**src/design/rmii_pkg.sv**
```systemverilog
package rmii_pkg;
    // core clock and interface clock rates
    localparam int unsigned CLK_HZ = 200_000_000;
    localparam int unsigned IFACE_HZ = 50_000_000;
    // core cycles per half period of the sourced interface clock
    localparam int unsigned CLKOUT_HALF = CLK_HZ / (2 * IFACE_HZ);
    localparam int unsigned CLKOUT_CNT_W = 4;

    // line speed encodings
    localparam logic [1:0] SPEED_10 = 2'h0;
    localparam logic [1:0] SPEED_100 = 2'h1;
    localparam logic [1:0] SPEED_1000 = 2'h2;

    // at 10 Mbps each dibit stands for this many interface clock rising edges
    localparam logic [3:0] SLOW_REPEAT = 4'hA;
    localparam logic [1:0] DIBIT_LAST = 2'h3;

    // transmit pattern with enable low and error high that asks for low power idle
    localparam logic [1:0] LPI_DIBIT = 2'h1;

    // reference oscillator frequency select codes
    localparam logic [1:0] REF_25MHZ = 2'h0;
    localparam logic [1:0] REF_50MHZ = 2'h1;
    localparam logic [1:0] REF_125MHZ = 2'h2;

    // values after reset
    localparam logic CLKOUT_EN_RST = 1'b1;
    localparam logic REDUCED_MODE_RST = 1'b0;
    localparam logic [7:0] BYTE_RST = 8'h00;
    localparam logic [1:0] DIBIT_RST = 2'h0;

    // receive buffer entry layout: {last, err, data}
    localparam int unsigned RX_ENTRY_W = 10;
    localparam int unsigned RX_ENTRY_LAST = 9;
    localparam int unsigned RX_ENTRY_ERR = 8;
    localparam int unsigned RX_BUF_DEPTH = 2;

    typedef enum logic [1:0] {
        RX_IDLE = 2'b00,
        RX_SEND = 2'b01,
        RX_FAULT = 2'b10
    } rmii_rx_state_t;
endpackage

```
**src/design/rmii_buf2.sv**
```systemverilog
`timescale 1ns/1ps
`default_nettype none
module rmii_buf2
    import rmii_pkg::*;
#(
    parameter int unsigned WIDTH = RX_ENTRY_W,
    parameter int unsigned DEPTH = RX_BUF_DEPTH
)
(
    input wire logic clock,
    input wire logic rst_n,
    input wire logic [WIDTH-1:0] in_data,
    input wire logic in_valid,
    output logic in_ready,
    output logic [WIDTH-1:0] out_data,
    output logic out_valid,
    input wire logic out_ready
);
    localparam int unsigned PW = (DEPTH > 1) ? $clog2(DEPTH) : 1;

    logic [WIDTH-1:0] mem_ff [DEPTH];
    logic [PW-1:0] wr_ff;
    logic [PW-1:0] rd_ff;
    logic [PW:0] cnt_ff;
    logic [PW-1:0] nxt_wr;
    logic [PW-1:0] nxt_rd;
    logic [PW:0] nxt_cnt;
    logic push;
    logic pop;

    assign in_ready = (cnt_ff != (PW+1)'(DEPTH));
    assign out_valid = (cnt_ff != '0);
    assign out_data = mem_ff[rd_ff];
    assign push = in_valid && in_ready;
    assign pop = out_valid && out_ready;

    always_comb
    begin
        nxt_wr = wr_ff;
        nxt_rd = rd_ff;
        nxt_cnt = cnt_ff;
        if (push)
        begin
            nxt_wr = (wr_ff == PW'(DEPTH - 1)) ? '0 : wr_ff + 1'b1;
        end
        if (pop)
        begin
            nxt_rd = (rd_ff == PW'(DEPTH - 1)) ? '0 : rd_ff + 1'b1;
        end
        if (push && !pop)
        begin
            nxt_cnt = cnt_ff + 1'b1;
        end
        else if (pop && !push)
        begin
            nxt_cnt = cnt_ff - 1'b1;
        end
    end

    always_ff @(posedge clock)
    begin
        if (!rst_n)
        begin
            wr_ff <= '0;
            rd_ff <= '0;
            cnt_ff <= '0;
        end
        else
        begin
            wr_ff <= nxt_wr;
            rd_ff <= nxt_rd;
            cnt_ff <= nxt_cnt;
        end
    end

    // storage carries no reset; only the pointers and the count define what is valid
    always_ff @(posedge clock)
    begin
        if (push)
        begin
            mem_ff[wr_ff] <= in_data;
        end
    end
endmodule
`default_nettype wire

```
**src/design/rmii_port.sv**
```systemverilog
// Behaviour
// - reduced mode carries traffic only at 10 and 100 Mbps, never gigabit.
// - transmit dibit on data pins 1..0, enable on control pin, error on pin 3.
// - receive dibit on data pins 1..0, error on pin 3, carrier/valid on control pin.
// - MAC drives transmit error; device uses it for low power idle signalling.
// - interface clock comes from the system or is sourced by the device at 50 MHz.
// - any phase between interface clock input and reference input is tolerated.
// - clock output enabled after reset; disable bit turns it off when unused.
// - device-clocked case runs from 25 MHz crystal or 25/50/125 MHz reference.
// - device-clocked case drives an enabled 50 MHz clock on the clock output.
// - reduced versus full interface family is taken from a strap at reset.
`timescale 1ns/1ps
`default_nettype none
module rmii_port
    import rmii_pkg::*;
(
    input wire logic clock,
    input wire logic rst_n,
    input wire logic strap_reduced_mode,
    input wire logic clock_from_device,
    input wire logic clkout_disable,
    input wire logic osc_ref_is_crystal,
    input wire logic [1:0] osc_ref_mhz_sel,
    input wire logic [1:0] line_speed,
    input wire logic iface_clock_input,
    output logic iface_clock_output,
    input wire logic [1:0] tx_dibit,
    input wire logic tx_enable,
    input wire logic tx_error,
    output logic [1:0] rx_dibit,
    output logic rx_error,
    output logic crs_dv,
    output logic [7:0] tx_byte,
    output logic tx_byte_err,
    output logic tx_byte_valid,
    output logic tx_frame_active,
    output logic lpi_request,
    input wire logic [7:0] rx_in_data,
    input wire logic rx_in_err,
    input wire logic rx_in_last,
    input wire logic rx_in_valid,
    output logic rx_in_ready,
    output logic reduced_mode,
    output logic speed_ok,
    output logic ref_config_ok
);
    // pin synchroniser: {arrangement, strap, clk, en, err, dibit}
    localparam int unsigned SYNC_W = 7;
    logic [SYNC_W-1:0] sync1_ff;
    logic [SYNC_W-1:0] sync2_ff;
    logic clk_s;
    logic en_s;
    logic err_s;
    logic [1:0] dibit_s;
    logic strap_s;
    logic arr_s;

    logic [3:0] pin_prev_ff;

    always_ff @(posedge clock)
    begin
        sync1_ff <= {clock_from_device, strap_reduced_mode, iface_clock_input,
                     tx_enable, tx_error, tx_dibit};
        sync2_ff <= sync1_ff;
        pin_prev_ff <= sync2_ff[3:0];
    end

    // clock and data take the same two stages; data then waits one more, so a
    // detected rise uses the value that stood before that edge, not the one the
    // far side launches on it, whatever the phase of the two clocks
    assign {arr_s, strap_s, clk_s} = sync2_ff[6:4];
    assign {en_s, err_s, dibit_s} = pin_prev_ff;

    // strap is followed while reset holds and frozen from the release on
    logic mode_ff;
    logic nxt_mode;
    always_comb
    begin
        nxt_mode = !rst_n ? strap_s : mode_ff;
    end
    always_ff @(posedge clock)
    begin
        mode_ff <= nxt_mode;
    end
    assign reduced_mode = mode_ff;

    // link enable: reduced family and a 10/100 speed only
    logic run;
    logic slow;
    assign speed_ok = (line_speed == SPEED_10) || (line_speed == SPEED_100);
    assign slow = (line_speed == SPEED_10);
    assign run = mode_ff && speed_ok;

    // reference configuration check for the device-clocked arrangement
    assign ref_config_ok = osc_ref_is_crystal ? (osc_ref_mhz_sel == REF_25MHZ) :
                           (osc_ref_mhz_sel == REF_25MHZ) ||
                           (osc_ref_mhz_sel == REF_50MHZ) ||
                           (osc_ref_mhz_sel == REF_125MHZ);

    // rising edge of the interface clock and the 10 Mbps repeat divider
    logic clk_prev_ff;
    logic [3:0] rep_ff;
    logic [3:0] nxt_rep;
    logic rise;
    logic tick;
    assign rise = clk_s && !clk_prev_ff;
    assign tick = rise && (!slow || (rep_ff == SLOW_REPEAT - 4'h1));

    always_comb
    begin
        nxt_rep = rep_ff;
        if (!run)
        begin
            nxt_rep = 4'h0;
        end
        else if (rise)
        begin
            nxt_rep = (rep_ff == SLOW_REPEAT - 4'h1) ? 4'h0 : rep_ff + 4'h1;
        end
    end

    always_ff @(posedge clock)
    begin
        if (!rst_n)
        begin
            // follow the pin in reset so no false rise appears at release
            clk_prev_ff <= clk_s;
            rep_ff <= 4'h0;
        end
        else
        begin
            clk_prev_ff <= clk_s;
            rep_ff <= nxt_rep;
        end
    end

    // sourced interface clock: core clock divided down to 50 MHz
    logic [CLKOUT_CNT_W-1:0] div_ff;
    logic [CLKOUT_CNT_W-1:0] nxt_div;
    logic clkout_ff;
    logic nxt_clkout;
    logic clkout_en;
    // device-clocked keeps it on; otherwise enabled from reset until disabled
    assign clkout_en = arr_s ? 1'b1 : !clkout_disable;

    always_comb
    begin
        nxt_div = div_ff;
        nxt_clkout = clkout_ff;
        if (!clkout_en)
        begin
            nxt_div = '0;
            nxt_clkout = 1'b0;
        end
        else if (div_ff == CLKOUT_CNT_W'(CLKOUT_HALF - 1))
        begin
            nxt_div = '0;
            nxt_clkout = !clkout_ff;
        end
        else
        begin
            nxt_div = div_ff + 1'b1;
        end
    end

    always_ff @(posedge clock)
    begin
        if (!rst_n)
        begin
            div_ff <= '0;
            clkout_ff <= 1'b0;
        end
        else
        begin
            div_ff <= nxt_div;
            clkout_ff <= nxt_clkout;
        end
    end
    assign iface_clock_output = clkout_ff;

    // transmit: dibits collected least significant first into bytes
    logic [7:0] tx_sh_ff;
    logic [7:0] nxt_tx_sh;
    logic [1:0] tx_cnt_ff;
    logic [1:0] nxt_tx_cnt;
    logic tx_err_acc_ff;
    logic nxt_tx_err_acc;
    logic [7:0] tx_byte_ff;
    logic [7:0] nxt_tx_byte;
    logic tx_berr_ff;
    logic nxt_tx_berr;
    logic tx_bval_ff;
    logic nxt_tx_bval;
    logic tx_act_ff;
    logic nxt_tx_act;
    logic lpi_ff;
    logic nxt_lpi;

    always_comb
    begin
        nxt_tx_sh = tx_sh_ff;
        nxt_tx_cnt = tx_cnt_ff;
        nxt_tx_err_acc = tx_err_acc_ff;
        nxt_tx_byte = tx_byte_ff;
        nxt_tx_berr = tx_berr_ff;
        nxt_tx_bval = 1'b0;
        nxt_tx_act = tx_act_ff;
        nxt_lpi = lpi_ff;
        if (!run)
        begin
            nxt_tx_cnt = 2'h0;
            nxt_tx_err_acc = 1'b0;
            nxt_tx_act = 1'b0;
            nxt_lpi = 1'b0;
        end
        else if (tick)
        begin
            nxt_tx_act = en_s;
            // low power idle: enable low, error high, fixed dibit
            nxt_lpi = !en_s && err_s && (dibit_s == LPI_DIBIT);
            if (en_s)
            begin
                nxt_tx_sh = {dibit_s, tx_sh_ff[7:2]};
                nxt_tx_cnt = tx_cnt_ff + 2'h1;
                nxt_tx_err_acc = tx_err_acc_ff || err_s;
                if (tx_cnt_ff == DIBIT_LAST)
                begin
                    nxt_tx_byte = {dibit_s, tx_sh_ff[7:2]};
                    nxt_tx_berr = tx_err_acc_ff || err_s;
                    nxt_tx_bval = 1'b1;
                    nxt_tx_err_acc = 1'b0;
                end
            end
            else
            begin
                // a partial byte at frame end is dropped
                nxt_tx_cnt = 2'h0;
                nxt_tx_err_acc = 1'b0;
            end
        end
    end

    always_ff @(posedge clock)
    begin
        if (!rst_n)
        begin
            tx_sh_ff <= BYTE_RST;
            tx_cnt_ff <= 2'h0;
            tx_err_acc_ff <= 1'b0;
            tx_byte_ff <= BYTE_RST;
            tx_berr_ff <= 1'b0;
            tx_bval_ff <= 1'b0;
            tx_act_ff <= 1'b0;
            lpi_ff <= 1'b0;
        end
        else
        begin
            tx_sh_ff <= nxt_tx_sh;
            tx_cnt_ff <= nxt_tx_cnt;
            tx_err_acc_ff <= nxt_tx_err_acc;
            tx_byte_ff <= nxt_tx_byte;
            tx_berr_ff <= nxt_tx_berr;
            tx_bval_ff <= nxt_tx_bval;
            tx_act_ff <= nxt_tx_act;
            lpi_ff <= nxt_lpi;
        end
    end
    assign tx_byte = tx_byte_ff;
    assign tx_byte_err = tx_berr_ff;
    assign tx_byte_valid = tx_bval_ff;
    assign tx_frame_active = tx_act_ff;
    assign lpi_request = lpi_ff;

    // receive: buffered bytes serialised onto the interface pins
    logic [RX_ENTRY_W-1:0] buf_data;
    logic buf_valid;
    logic buf_pop;

    rmii_buf2 #(
        .WIDTH(RX_ENTRY_W),
        .DEPTH(RX_BUF_DEPTH)
    ) u_rx_buf (
        .clock(clock),
        .rst_n(rst_n),
        .in_data({rx_in_last, rx_in_err, rx_in_data}),
        .in_valid(rx_in_valid),
        .in_ready(rx_in_ready),
        .out_data(buf_data),
        .out_valid(buf_valid),
        .out_ready(buf_pop)
    );

    rmii_rx_state_t rx_st_ff;
    rmii_rx_state_t nxt_rx_st;
    logic [7:0] rx_sh_ff;
    logic [7:0] nxt_rx_sh;
    logic [1:0] rx_cnt_ff;
    logic [1:0] nxt_rx_cnt;
    logic rx_last_ff;
    logic nxt_rx_last;
    logic rx_berr_ff;
    logic nxt_rx_berr;
    logic [1:0] rxd_ff;
    logic [1:0] nxt_rxd;
    logic rxer_ff;
    logic nxt_rxer;
    logic crs_ff;
    logic nxt_crs;

    always_comb
    begin
        nxt_rx_st = rx_st_ff;
        nxt_rx_sh = rx_sh_ff;
        nxt_rx_cnt = rx_cnt_ff;
        nxt_rx_last = rx_last_ff;
        nxt_rx_berr = rx_berr_ff;
        nxt_rxd = rxd_ff;
        nxt_rxer = rxer_ff;
        nxt_crs = crs_ff;
        buf_pop = 1'b0;
        if (!run)
        begin
            nxt_rx_st = RX_IDLE;
            nxt_rxd = DIBIT_RST;
            nxt_rxer = 1'b0;
            nxt_crs = 1'b0;
        end
        else if (tick)
        begin
            case (rx_st_ff)
                RX_IDLE:
                begin
                    nxt_rxd = DIBIT_RST;
                    nxt_rxer = 1'b0;
                    nxt_crs = 1'b0;
                    if (buf_valid)
                    begin
                        buf_pop = 1'b1;
                        nxt_rx_sh = {2'h0, buf_data[7:2]};
                        nxt_rx_last = buf_data[RX_ENTRY_LAST];
                        nxt_rx_berr = buf_data[RX_ENTRY_ERR];
                        nxt_rxd = buf_data[1:0];
                        nxt_rxer = buf_data[RX_ENTRY_ERR];
                        nxt_crs = 1'b1;
                        nxt_rx_cnt = 2'h1;
                        nxt_rx_st = RX_SEND;
                    end
                end
                RX_SEND:
                begin
                    if (rx_cnt_ff != 2'h0)
                    begin
                        nxt_rxd = rx_sh_ff[1:0];
                        nxt_rx_sh = {2'h0, rx_sh_ff[7:2]};
                        nxt_rx_cnt = (rx_cnt_ff == DIBIT_LAST) ? 2'h0 : rx_cnt_ff + 2'h1;
                    end
                    else if (rx_last_ff)
                    begin
                        nxt_rxd = DIBIT_RST;
                        nxt_rxer = 1'b0;
                        nxt_crs = 1'b0;
                        nxt_rx_st = RX_IDLE;
                    end
                    else if (buf_valid)
                    begin
                        buf_pop = 1'b1;
                        nxt_rx_sh = {2'h0, buf_data[7:2]};
                        nxt_rx_last = buf_data[RX_ENTRY_LAST];
                        nxt_rx_berr = buf_data[RX_ENTRY_ERR];
                        nxt_rxd = buf_data[1:0];
                        nxt_rxer = buf_data[RX_ENTRY_ERR];
                        nxt_rx_cnt = 2'h1;
                    end
                    else
                    begin
                        // underrun mid-frame: flag one error slot, then end frame
                        nxt_rxd = DIBIT_RST;
                        nxt_rxer = 1'b1;
                        nxt_rx_st = RX_FAULT;
                    end
                end
                RX_FAULT:
                begin
                    nxt_rxd = DIBIT_RST;
                    nxt_rxer = 1'b0;
                    nxt_crs = 1'b0;
                    nxt_rx_st = RX_IDLE;
                end
                default:
                begin
                    nxt_rx_st = RX_IDLE;
                end
            endcase
        end
    end

    always_ff @(posedge clock)
    begin
        if (!rst_n)
        begin
            rx_st_ff <= RX_IDLE;
            rx_sh_ff <= BYTE_RST;
            rx_cnt_ff <= 2'h0;
            rx_last_ff <= 1'b0;
            rx_berr_ff <= 1'b0;
            rxd_ff <= DIBIT_RST;
            rxer_ff <= 1'b0;
            crs_ff <= 1'b0;
        end
        else
        begin
            rx_st_ff <= nxt_rx_st;
            rx_sh_ff <= nxt_rx_sh;
            rx_cnt_ff <= nxt_rx_cnt;
            rx_last_ff <= nxt_rx_last;
            rx_berr_ff <= nxt_rx_berr;
            rxd_ff <= nxt_rxd;
            rxer_ff <= nxt_rxer;
            crs_ff <= nxt_crs;
        end
    end
    assign rx_dibit = rxd_ff;
    assign rx_error = rxer_ff;
    assign crs_dv = crs_ff;
endmodule
`default_nettype wire

```
**config.mk**
```make
export PLATFORM = sky130hd
export DESIGN_NAME = rmii_port
export DESIGN_NICKNAME = d
export VERILOG_FILES = /design/src/design/rmii_pkg.sv /design/src/design/rmii_buf2.sv /design/src/design/rmii_port.sv
export SDC_FILE = /design/constraint.sdc
export NUM_CORES = 1
export LEC_CHECK = 0
export BUFFER_PORTS_ARGS = -buffer_cell sky130_fd_sc_hd__buf_2
export CAP_MARGIN = 0
export CORE_ASPECT_RATIO = 1.2
export CORE_MARGIN = 8
export CORE_UTILIZATION = 56
export CTS_BUF_LIST = sky130_fd_sc_hd__clkbuf_16
export CTS_CLUSTER_SIZE = 40
export DETAILED_ROUTE_END_ITERATION = 7
export PLACE_DENSITY = 0.78
export SLEW_MARGIN = 25
export SYNTH_ARGS = -nofsm -noshare
export SYNTH_HDL_FRONTEND = slang
export SYNTH_SLANG_ARGS = --single-unit
```
**constraint.sdc**
```tcl
create_clock -name clock -period 2.5 [get_ports clock]
set_clock_uncertainty 0.2 [all_clocks]
set_input_delay 0.5 -clock clock [delete_from_list [all_inputs] [get_ports clock]]
set_output_delay 0.5 -clock clock [all_outputs]
set_load 0.02 [all_outputs]
```
Yosys cells after proc, flatten, opt, wreduce, memory -nomap -nowiden
Memory sizes are Yosys's and may differ from the RTL's. A register that Yosys moved wholly into a read port is not among the register bits.
Cells that the tools add are included.
Operators by class
  multiplexer cells: 52
  bitwise gates (word level): 2
  add/sub/neg operators: 8
  eq/ne operators: 16
  reductions and logical operators: 41
Operator list (number)
  2-bit 2-to-1 mux: 14
  1-bit 2-to-1 mux: 26
  8-bit 2-to-1 mux: 3
  4-bit AND reduction: 5
  8-bit one-hot mux with 2 select lines: 1
  1-bit logical AND: 9
  4-bit by 1-bit adder with 4-bit output (second input constant): 2
  2-bit by 1-bit equality test with 1-bit output (second input constant): 4
  2-bit equality test (second input constant): 4
  2-bit one-hot mux with 2 select lines: 2
  2-bit nonzero test: 4
  1-bit zero test: 7
  2-bit by 1-bit adder with 2-bit output (second input constant): 3
  2-bit zero test: 3
  2-bit != test (second input constant): 3
  3-bit != test (second input constant): 2
  1-bit one-hot mux with 3 select lines: 2
  2-bit one-hot mux with 3 select lines: 1
  2-bit AND reduction: 3
  3-bit AND reduction: 2
  1-bit logical OR: 5
  5-bit AND reduction: 1
  4-bit by 1-bit equality test with 1-bit output (second input constant): 1
  4-bit equality test (second input constant): 1
  other kinds (8): 11
Word-level totals
  RAM bits: 20
  memories kept: 1
  input port bits: 26
  register bits: 73
  output and inout bits: 21
  logic and storage cells: 146
Memories
  u_rx_buf.mem_ff: words 2, width 10, read ports 1, clocked after memory_dff 1, wr ports 1, RTL line rmii_buf2.sv:21  | logic [WIDTH-1:0] mem_ff [DEPTH];

Depth between registers and ports, before layout
Gate-level depths: netlist (run 1).
  depth after elaboration: 11
  gate-level depth with buffers: 9

By module
Synthesis (run 1) repeated with hierarchy kept, for this count alone.
Unflattened totals
  cell total of the unflattened synthesis: 342
  area total of the unflattened synthesis: 3622.2 um2
Modules (own cells, without submodules)
  rmii_port: instances 1, sequential area each 1351.3 um2, cells an instance 286, area each 2670.1 um2
  rmii_buf2: instances 1, sequential area each 700.7 um2, cells an instance 56, area each 952.2 um2

Least setup slack after synthesis (run 1)
Ideal clock, no wire load.
  path kind: flip-flop to flip-flop
  from: register mode_ff (netlist: reduced_mode)
  to: register u_rx_buf.cnt_ff[1]
  period minus slack after synthesis: 2250 ps
  data arrival time: 1978 ps
  setup time: 72 ps
  setup slack: 250 ps
  required time: 2228 ps
  cell stages (with the launch flop): 7
  buffers on the path: 0
  cells stage by stage: edfxtp_1 nor2b_1 o21a_1 o2111ai_1 ha_1 or3_1 a21oi_1
Between the ends
  word-level cells in the longest chain between the ends: 6
Ends and longest elaborated chain
  start: declaration: RTL line rmii_port.sv:75  | logic mode_ff;
  start signal: assignment: RTL line rmii_port.sv:83  | mode_ff <= nxt_mode;
  1-bit logical AND *: RTL line rmii_port.sv:92  | assign run = mode_ff && speed_ok;
  1-bit 2-to-1 mux *: RTL line rmii_port.sv:321  | if (!run)
  1-bit logical AND *: RTL line rmii_buf2.sv:35  | assign pop = out_valid && out_ready;
  1-bit zero test: RTL line rmii_buf2.sv:50  | if (push && !pop)
  1-bit logical AND: RTL line rmii_buf2.sv:50
  2-bit 2-to-1 mux / 2-bit nonzero test (equally long branches)
  end signal: assignment: RTL line rmii_buf2.sv:72  | cnt_ff <= nxt_cnt;
  end: declaration: RTL line rmii_buf2.sv:24  | logic [PW:0] cnt_ff;
Every way passes the cells marked *; elsewhere a longest branch is shown, timed or not.
A chain may end at the register's enable or synchronous reset.

Worst setup path after layout (run 1)
  from: register rx_st_ff[1]
  to: register u_rx_buf.cnt_ff[1]
Between the ends
  word-level cells in the longest chain between the ends: 8
Ends and longest elaborated chain
  start: declaration: RTL line rmii_port.sv:293  | rmii_rx_state_t rx_st_ff;
  start signal: assignment: RTL line rmii_port.sv:412  | rx_st_ff <= nxt_rx_st;
  2-bit by 1-bit equality test with 1-bit output / 2-bit zero test (equally long branches): RTL line rmii_port.sv:330  | case (rx_st_ff)
  1-bit one-hot mux with 2 select lines *: RTL line rmii_port.sv:330
  1-bit 2-to-1 mux *: RTL line rmii_port.sv:328  | else if (tick)
  1-bit 2-to-1 mux *: RTL line rmii_port.sv:321
  1-bit logical AND *: RTL line rmii_buf2.sv:35
  1-bit zero test: RTL line rmii_buf2.sv:50
  1-bit logical AND: RTL line rmii_buf2.sv:50
  2-bit 2-to-1 mux / 2-bit nonzero test (equally long branches)
Marked as above.

==> results.sh, run 1 <==
export IMPL_status="complete, no violations"
export IMPL_final_util_pct=68.50
export IMPL_ant_nets=0
export IMPL_dieArea_sq_um=9123
export IMPL_final_max_slew_viol_count=0
export IMPL_cts_sinks=92
export IMPL_synth_xor_xnor_area_share_pct=1.982
export IMPL_dr_total_vias=2578
export IMPL_grt_overflow=0
export IMPL_syn_area_sq_um=3536
export IMPL_crit_chain="inv_1 > ha_1 > o21a_1 > o2111ai_1 > ha_1 > or3_1 > a21oi_1"
export IMPL_async_flop_share_pct=0
export IMPL_setup_tns_final_ns=0
export IMPL_yosys_warnings=0
export IMPL_grt_max_degree=17
export IMPL_critPathBufInv=1
export IMPL_finalNonFillerCells=463
export IMPL_cts_resized=0
export IMPL_layout_setup_ws_ns=0.2158
export IMPL_critical_path_required_ns=2.56
export IMPL_num_nets_final=411
export IMPL_fin_crit_sh_pct=91.37
export IMPL_max_stage_delay_ns=0.37
export IMPL_slew_headroom_pct=57.55
export IMPL_leakage_nw=1.617
export IMPL_die_height_um=103.0
export IMPL_layout_common_cells="71 x dfxtp_1, 46 x buf_2, 26 x nor2_1, 21 x edfxtp_1"
export IMPL_die_x_um=88.54
export IMPL_synthFlopType="dfxtp_1"
export IMPL_critPathMostFrequentCell="ha_1"
export IMPL_tightest_slew_ns=0.6367
export IMPL_holdWs_ns=0.06806
export IMPL_synth_top_family_by_area="simple AND/OR/NAND/NOR gates"
export IMPL_cp_data_arrival_time_ns=2.34
export IMPL_hold_viol=0
export IMPL_vias_per_cell=5.568
export IMPL_ctsHtreeMaxLevel=3
export IMPL_cts_buffers=9
export IMPL_initial_core_util_pct=58.06
export IMPL_gp_congestion=0.8467
export IMPL_ctsHoldBuffers=0
export IMPL_dpl_cell_count=447
export IMPL_yosys_register_bits=92
export IMPL_powerDensity_nw_per_um2=763.1
export IMPL_rsz0062_at_grt="false"
export IMPL_crit_fanout=11
export IMPL_cts_max_path_buffers=2
export IMPL_synth_compound_area_share_pct=13.62
export IMPL_antenna_found_initial=0
export IMPL_wire_per_inst_um=15.16
export IMPL_port_buffer_count=46
export IMPL_synth_edf_count=21
export IMPL_num_io_pins=47
export IMPL_cts_tree="done"
export IMPL_place_worst_setup_slack_ns=0.2243
export IMPL_synth_area_per_cell_sq_um=10.98
export IMPL_muxShareOfSynthArea_pct=5.662
export IMPL_n_antenna_cell=0
export IMPL_syn_nets=357
export IMPL_drive_gt1_share_pct=20.47
export IMPL_final_cell_area_sq_um=4172
export IMPL_fmax_mhz=437.8
export IMPL_critPathTopFamily="adder cells"
export IMPL_crit_path_end_kind="flop"
export IMPL_first_iter_violations=154
export IMPL_max_cap_violations=0
export IMPL_std_cell_rows=31
export IMPL_final_setup_viol_count=0
export IMPL_first_pass_iters=4
export IMPL_power_total_mw=3.183
export IMPL_hold_path_class="input pin to flop"
export IMPL_final_common_cell="dfxtp_1"
export IMPL_routed_wl_um=7021
export IMPL_post_dp_cell_area_sq_um=3894
export IMPL_clk_pin_slew_ns=0.06
export IMPL_reg2reg_slack_ns=0.22
export IMPL_core_area_sq_um=6090
export IMPL_synthCells=322
export IMPL_synthDistinctLibCells=52
export IMPL_cts_root_buf="clkbuf_16"
export IMPL_cts_setup_buffers=0
export IMPL_drcViolationCount=0
export IMPL_clock_latency_ns=0.33
export IMPL_grt_total_usage_pct=16.98
export IMPL_synthToLayoutAreaGrowth_pct=17.98
export IMPL_ys_seq_area_share_pct=58.03
export IMPL_timing_critical_path_slowest_stage_cell="or3_1"
export IMPL_grt_pass1_vias=2596
export IMPL_cp_start_kind="flop"
export IMPL_layout_min_cycle_time_ns=2.284
export IMPL_place_hpwl_um=5074
export IMPL_grt_pass1_wl_um=12010
export IMPL_vdd_drop_max_uv=462.1
export IMPL_synthSimpleGateAreaFrac_pct=14.90
export IMPL_synthAdderAreaFrac_pct=3.185
export IMPL_crit_type="flop to flop"
## registers in the layout, indices dropped and copies added (netlist names), 2 cells and up, named ones only
register	cells
rx_sh_ff	8
sync2_ff	7
u_rx_buf.cnt_ff	2
tx_sh_ff	6
rx_dibit	2
u_rx_buf.mem_ff	20
rx_cnt_ff	2
pin_prev_ff	4
tx_byte	8
div_ff	4
tx_cnt_ff	2
sync1_ff	7
rep_ff	4
rx_st_ff	2
## final cells by class
class | instances | area [sq um]
clock buffer | 10 | 250.2
clock inverter | 6 | 27.53
fill | 470 | 1918
inverter | 10 | 37.54
multi-input combinational | 207 | 1396
sequential | 92 | 2052
tap | 82 | 102.6
timing repair buffer | 56 | 305.3
## worst reg2reg max path, delay by kind of cell (launching register included)
family / cells / cell delay [ns]
flip-flops: 1 / 0.32
AO/OA/AOI/OAI: 3 / 0.52
AND/OR/NAND/NOR: 1 / 0.37
adder cells (fa/ha/maj): 2 / 0.72
buffers and inverters: 1 / 0.08
## cells in the mapped netlist (2+ instances only)
| master | instances | area (sq um) |
|---|---|---|
| dfxtp_1 | 71 | 1421 |
| nor2_1 | 26 | 97.59 |
| edfxtp_1 | 21 | 630.6 |
| mux2i_1 | 20 | 200.2 |
| nand2_1 | 20 | 75.07 |
| nand3_1 | 18 | 90.09 |
| a21oi_1 | 13 | 65.06 |
| o21ai_0 | 13 | 65.06 |
| ha_1 | 9 | 112.6 |
| inv_1 | 9 | 33.78 |
| a211oi_1 | 7 | 52.55 |
| a2bb2oi_1 | 7 | 61.31 |
| clkbuf_1 | 7 | 26.28 |
| nand2b_1 | 7 | 43.79 |
| o211ai_1 | 6 | 45.04 |
| xor2_1 | 6 | 52.55 |
| buf_2 | 5 | 25.02 |
| nor2b_1 | 5 | 31.28 |
| nor3_1 | 4 | 20.02 |
| a31oi_1 | 3 | 18.77 |
| nand3b_1 | 3 | 22.52 |
| nand4_1 | 3 | 18.77 |
| nor3b_1 | 3 | 22.52 |
| and3_1 | 2 | 12.51 |
| o2111a_1 | 2 | 22.52 |
| o21a_1 | 2 | 15.01 |
| o21ai_1 | 2 | 10.01 |
| o31ai_1 | 2 | 15.01 |
| or4_1 | 2 | 15.01 |
| xnor2_1 | 2 | 17.52 |
## routing by layer
layer | global-route usage [%] | wire [um] | vias to the layer above
met5 | 0 | 0 | -
met4 | 7.171 | 146 | 0
met3 | 4.545 | 268 | 13
met2 | 28.44 | 3577 | 63
met1 | 19.91 | 3028 | 1225
li1 | - | - | 1277
## power by group
| group | switching [mW] | leakage [nW] | internal (mW) |
|---|---|---|---|
| clock | 0.519 | 0.147 | 0.721 |
| combinational | 0.178 | 0.693 | 0.118 |
| sequential | 0.0451 | 0.777 | 1.60 |
| total | 0.742 | 1.62 | 2.44 |
## cell families after synthesis
logic type      Yosys count
mux                      20
simple gates            103
buf+inv                  23
flops                    92
xor+xnor                  8
fa+ha+maj                 9
compound gates           67
## path summary, 6_finish.rpt
kind                                          startpoint                               to  cells past startpoint
worst min-delay path                   iface_clock_input              sync1_ff[4]$_DFF_P_                      1
worst max register to register  rx_st_ff[1]$_SDFFE_PN0P_  u_rx_buf.cnt_ff[1]$_SDFFE_PN0P_                      7
worst min register to register       sync1_ff[3]$_DFF_P_              sync2_ff[3]$_DFF_P_                      0
worst max-delay path            rx_st_ff[1]$_SDFFE_PN0P_  u_rx_buf.cnt_ff[1]$_SDFFE_PN0P_                      7
(Power assumes the default switching activity.)
==> run 2, diff against run 1 <==
- CORE_UTILIZATION: 56 -> 51
- PLACE_DENSITY: 0.78 -> 0.72
- SYNTH_HIERARCHICAL: unset -> 1
==> results.sh, run 2 <==
export IMPL_ctsHoldBuffers=0
export IMPL_synthDistinctLibCells=47
export IMPL_ys_seq_area_share_pct=56.65
export IMPL_std_cell_rows=33
export IMPL_max_cap_violations=0
export IMPL_largest_reg_flops=20
export IMPL_antenna_found_initial=0
export IMPL_first_iter_violations=174
export IMPL_synth_edf_count=21
export IMPL_grt_pass1_wl_um=11540
export IMPL_fillers=586
export IMPL_rr_worst_depth=8
export IMPL_rsz0062_at_grt="false"
export IMPL_clock_latency_ns=0.34
export IMPL_dr_total_vias=2648
export IMPL_slew_headroom_pct=52.30
export IMPL_cts_root_buf="clkbuf_16"
export IMPL_hold_depth=1
export IMPL_internal_power_mw=2.405
export IMPL_synth_top_area_share_pct=39.24
export IMPL_crit_fanout=4
export IMPL_layout_common_cells="71 x dfxtp_1, 46 x buf_2, 26 x nor2_1, 25 x nand2_1, 24 x a21oi_1"
export IMPL_final_setup_viol_count=0
export IMPL_drive_gt1_share_pct=25.69
export IMPL_synth_most_common_cell="dfxtp_1"
export IMPL_cp_data_arrival_time_ns=2.33
export IMPL_hold_viol=0
export IMPL_p_comb_share_pct=8.7
export IMPL_power_total_mw=3.210
export IMPL_leakage_nw=1.710
export IMPL_hp_start="iface_clock_input"
export IMPL_swShare_pct=25.10
export IMPL_num_io_pins=47
export IMPL_crit_type="flop to flop"
export IMPL_holdWs_ns=0.05580
export IMPL_port_buffer_count=46
export IMPL_ctsHtreeMaxLevel=3
export IMPL_powerDensity_nw_per_um2=749.1
export IMPL_reg2reg_slack_ns=0.24
export IMPL_dieArea_sq_um=10070
export IMPL_yosys_warnings=6
export IMPL_cts_max_path_buffers=2
export IMPL_status="complete, no violations"
export IMPL_final_max_slew_viol_count=0
export IMPL_synth_largest_area_cell="dfxtp_1"
export IMPL_crit_chain="and4bb_2 > a21boi_2 > nand2_1 > nor2_1 > o21ai_0 > ha_1 > or3_1 > a21oi_1"
export IMPL_layout_min_cycle_time_ns=2.256
export IMPL_grt_max_degree=22
export IMPL_yosys_register_bits=92
export IMPL_tightest_slew_ns=0.7091
export IMPL_layout_setup_ws_ns=0.2437
export IMPL_initial_core_util_pct=52.85
export IMPL_synthFlopType="dfxtp_1"
export IMPL_die_height_um=108.3
export IMPL_synth_area_leaders="dfxtp_1 39%, edfxtp_1 17%, ha_1 3.5%"
export IMPL_timing_critical_path_slowest_stage_cell="or3_1"
export IMPL_routed_wl_um=7068
export IMPL_critical_path_required_ns=2.57
export IMPL_ant_nets=0
export IMPL_fin_crit_sh_pct=90.25
export IMPL_wire_per_inst_um=14.48
export IMPL_cts_setup_buffers=0
export IMPL_final_common_cell="dfxtp_1"
export IMPL_setup_tns_final_ns=0
export IMPL_cts_sinks=92
export IMPL_critPathTopFamily="simple AND/OR/NAND/NOR gates"
export IMPL_num_nets_final=432
export IMPL_critPathBufInv=0
export IMPL_regToRegStartpoint="clk_prev_ff$_DFF_P_"
export IMPL_cts_buffers=9
export IMPL_n_antenna_cell=0
export IMPL_core_area_sq_um=6854
export IMPL_regMostFlops="u_rx_buf/mem_ff"
export IMPL_crit_path_end_kind="flop"
export IMPL_place_hpwl_um=4955
export IMPL_synth_area_per_cell_sq_um=10.59
export IMPL_place_worst_setup_slack_ns=-0.005432
export IMPL_syn_area_sq_um=3622
export IMPL_synthCells=342
export IMPL_grt_pass1_vias=2593
export IMPL_switching_power_mw=0.8056
export IMPL_fmax_mhz=443.2
export IMPL_cp_start_kind="flop"
export IMPL_grt_overflow=0
export IMPL_vias_per_cell=5.426
export IMPL_cts_tree="done"
export IMPL_pwr_share_seq_pct=50.5
export IMPL_async_flop_share_pct=0
export IMPL_syn_nets=378
export IMPL_netlist_top_cells_count="71 x dfxtp_1, 26 x nor2_1, 25 x nand2_1"
export IMPL_clk_pin_slew_ns=0.07
export IMPL_grt_total_usage_pct=14.26
export IMPL_first_pass_iters=4
export IMPL_gp_congestion=0.7735
export IMPL_drcViolationCount=0
export IMPL_r2r_end="u_rx_buf/cnt_ff[1]$_SDFFE_PN0P_"
export IMPL_synthToLayoutAreaGrowth_pct=18.31
export IMPL_die_x_um=92.93
export IMPL_vdd_drop_max_uv=530.2
export IMPL_pwr_share_clk_pct=40.8
export IMPL_hold_path_class="input pin to flop"
export IMPL_max_stage_delay_ns=0.37
export IMPL_min_to="sync1_ff[4]$_DFF_P_"
export IMPL_cts_resized=0
[run 2: kinds of logic after synthesis]
kind of cell | Yosys count | synth area share (%)
DFF | 92 | 56.65
and+or+nand+nor | 107 | 15.65
adders and majority gates | 10 | 3.454
AOI/OAI and AO/OA | 77 | 14.68
muxes | 13 | 3.938
xor gates and xnor gates | 8 | 1.934
buffers and inverters | 35 | 3.696
[run 2: cell type report]
cell class | instances | area [sq um] | share of cell area [%]
inverter | 20 | 75.07 | 1.752
clock buffer | 9 | 225.2 | 5.255
sequential | 92 | 2052 | 47.88
timing repair buffer | 58 | 320.3 | 7.474
tap | 87 | 108.9 | 2.540
clock inverter | 7 | 63.81 | 1.489
multi-input combinational | 215 | 1440 | 33.61
[run 2: routing by layer]
metal / wire (um) / GRT usage (%) / vias up
li1: - / - / 1323
met1: 3043 / 16.48 / 1268
met2: 3647 / 24.85 / 48
met3: 261 / 3.812 / 9
met4: 114 / 4.960 / 0
met5: 0 / 0 / -
[run 2: worst reg2reg max path, stage by stage, from the launching register on]
cell and delay (ns):
dfxtp_1 0.35, and4bb_2 0.31, a21boi_2 0.19, nand2_1 0.07, nor2_1 0.09, o21ai_0 0.14
ha_1 0.32, or3_1 0.37, a21oi_1 0.14
[run 2: per-stage QoR]
| stage | instance area, sq um | utilization (%) | instances |
|---|---|---|---|
| finish | 4285 | 62.52 | 488 |
| global route | 4285 | 62.52 | 488 |
| CTS | 4285 | 62.52 | 488 |
| detailed placement | 3996 | 58.31 | 472 |
| global placement | 3996 | 58.31 | 472 |
| floorplan | 3626 | - | 342 |
[run 2: worst max path at each step]
stage                           startpoint                               to  slack [ns]  depth (start not counted)
floorplan                    line_speed[1]  u_rx_buf/cnt_ff[1]$_SDFFE_PN0P_       0.002                          8
global placement             line_speed[1]  u_rx_buf/cnt_ff[1]$_SDFFE_PN0P_        0.04                          9
detailed placement           line_speed[1]  u_rx_buf/cnt_ff[1]$_SDFFE_PN0P_      -0.005                          9
CTS                    clk_prev_ff$_DFF_P_  u_rx_buf/cnt_ff[1]$_SDFFE_PN0P_        0.23                          9
global route        rep_ff[2]$_SDFFE_PN0P_  u_rx_buf/cnt_ff[1]$_SDFFE_PN0P_        0.09                          9
finish                 clk_prev_ff$_DFF_P_  u_rx_buf/cnt_ff[1]$_SDFFE_PN0P_        0.24                          8
[run 2: power groups by stage]
stage	registers (mW)	clock network [mW]	logic [mW]
after detailed placement	1.66	0	0.276
after global placement	1.65	0	0.269
after global routing	1.63	1.38	0.308
final	1.62	1.31	0.278
after floorplan	1.65	0	0.191
after CTS	1.62	1.33	0.279
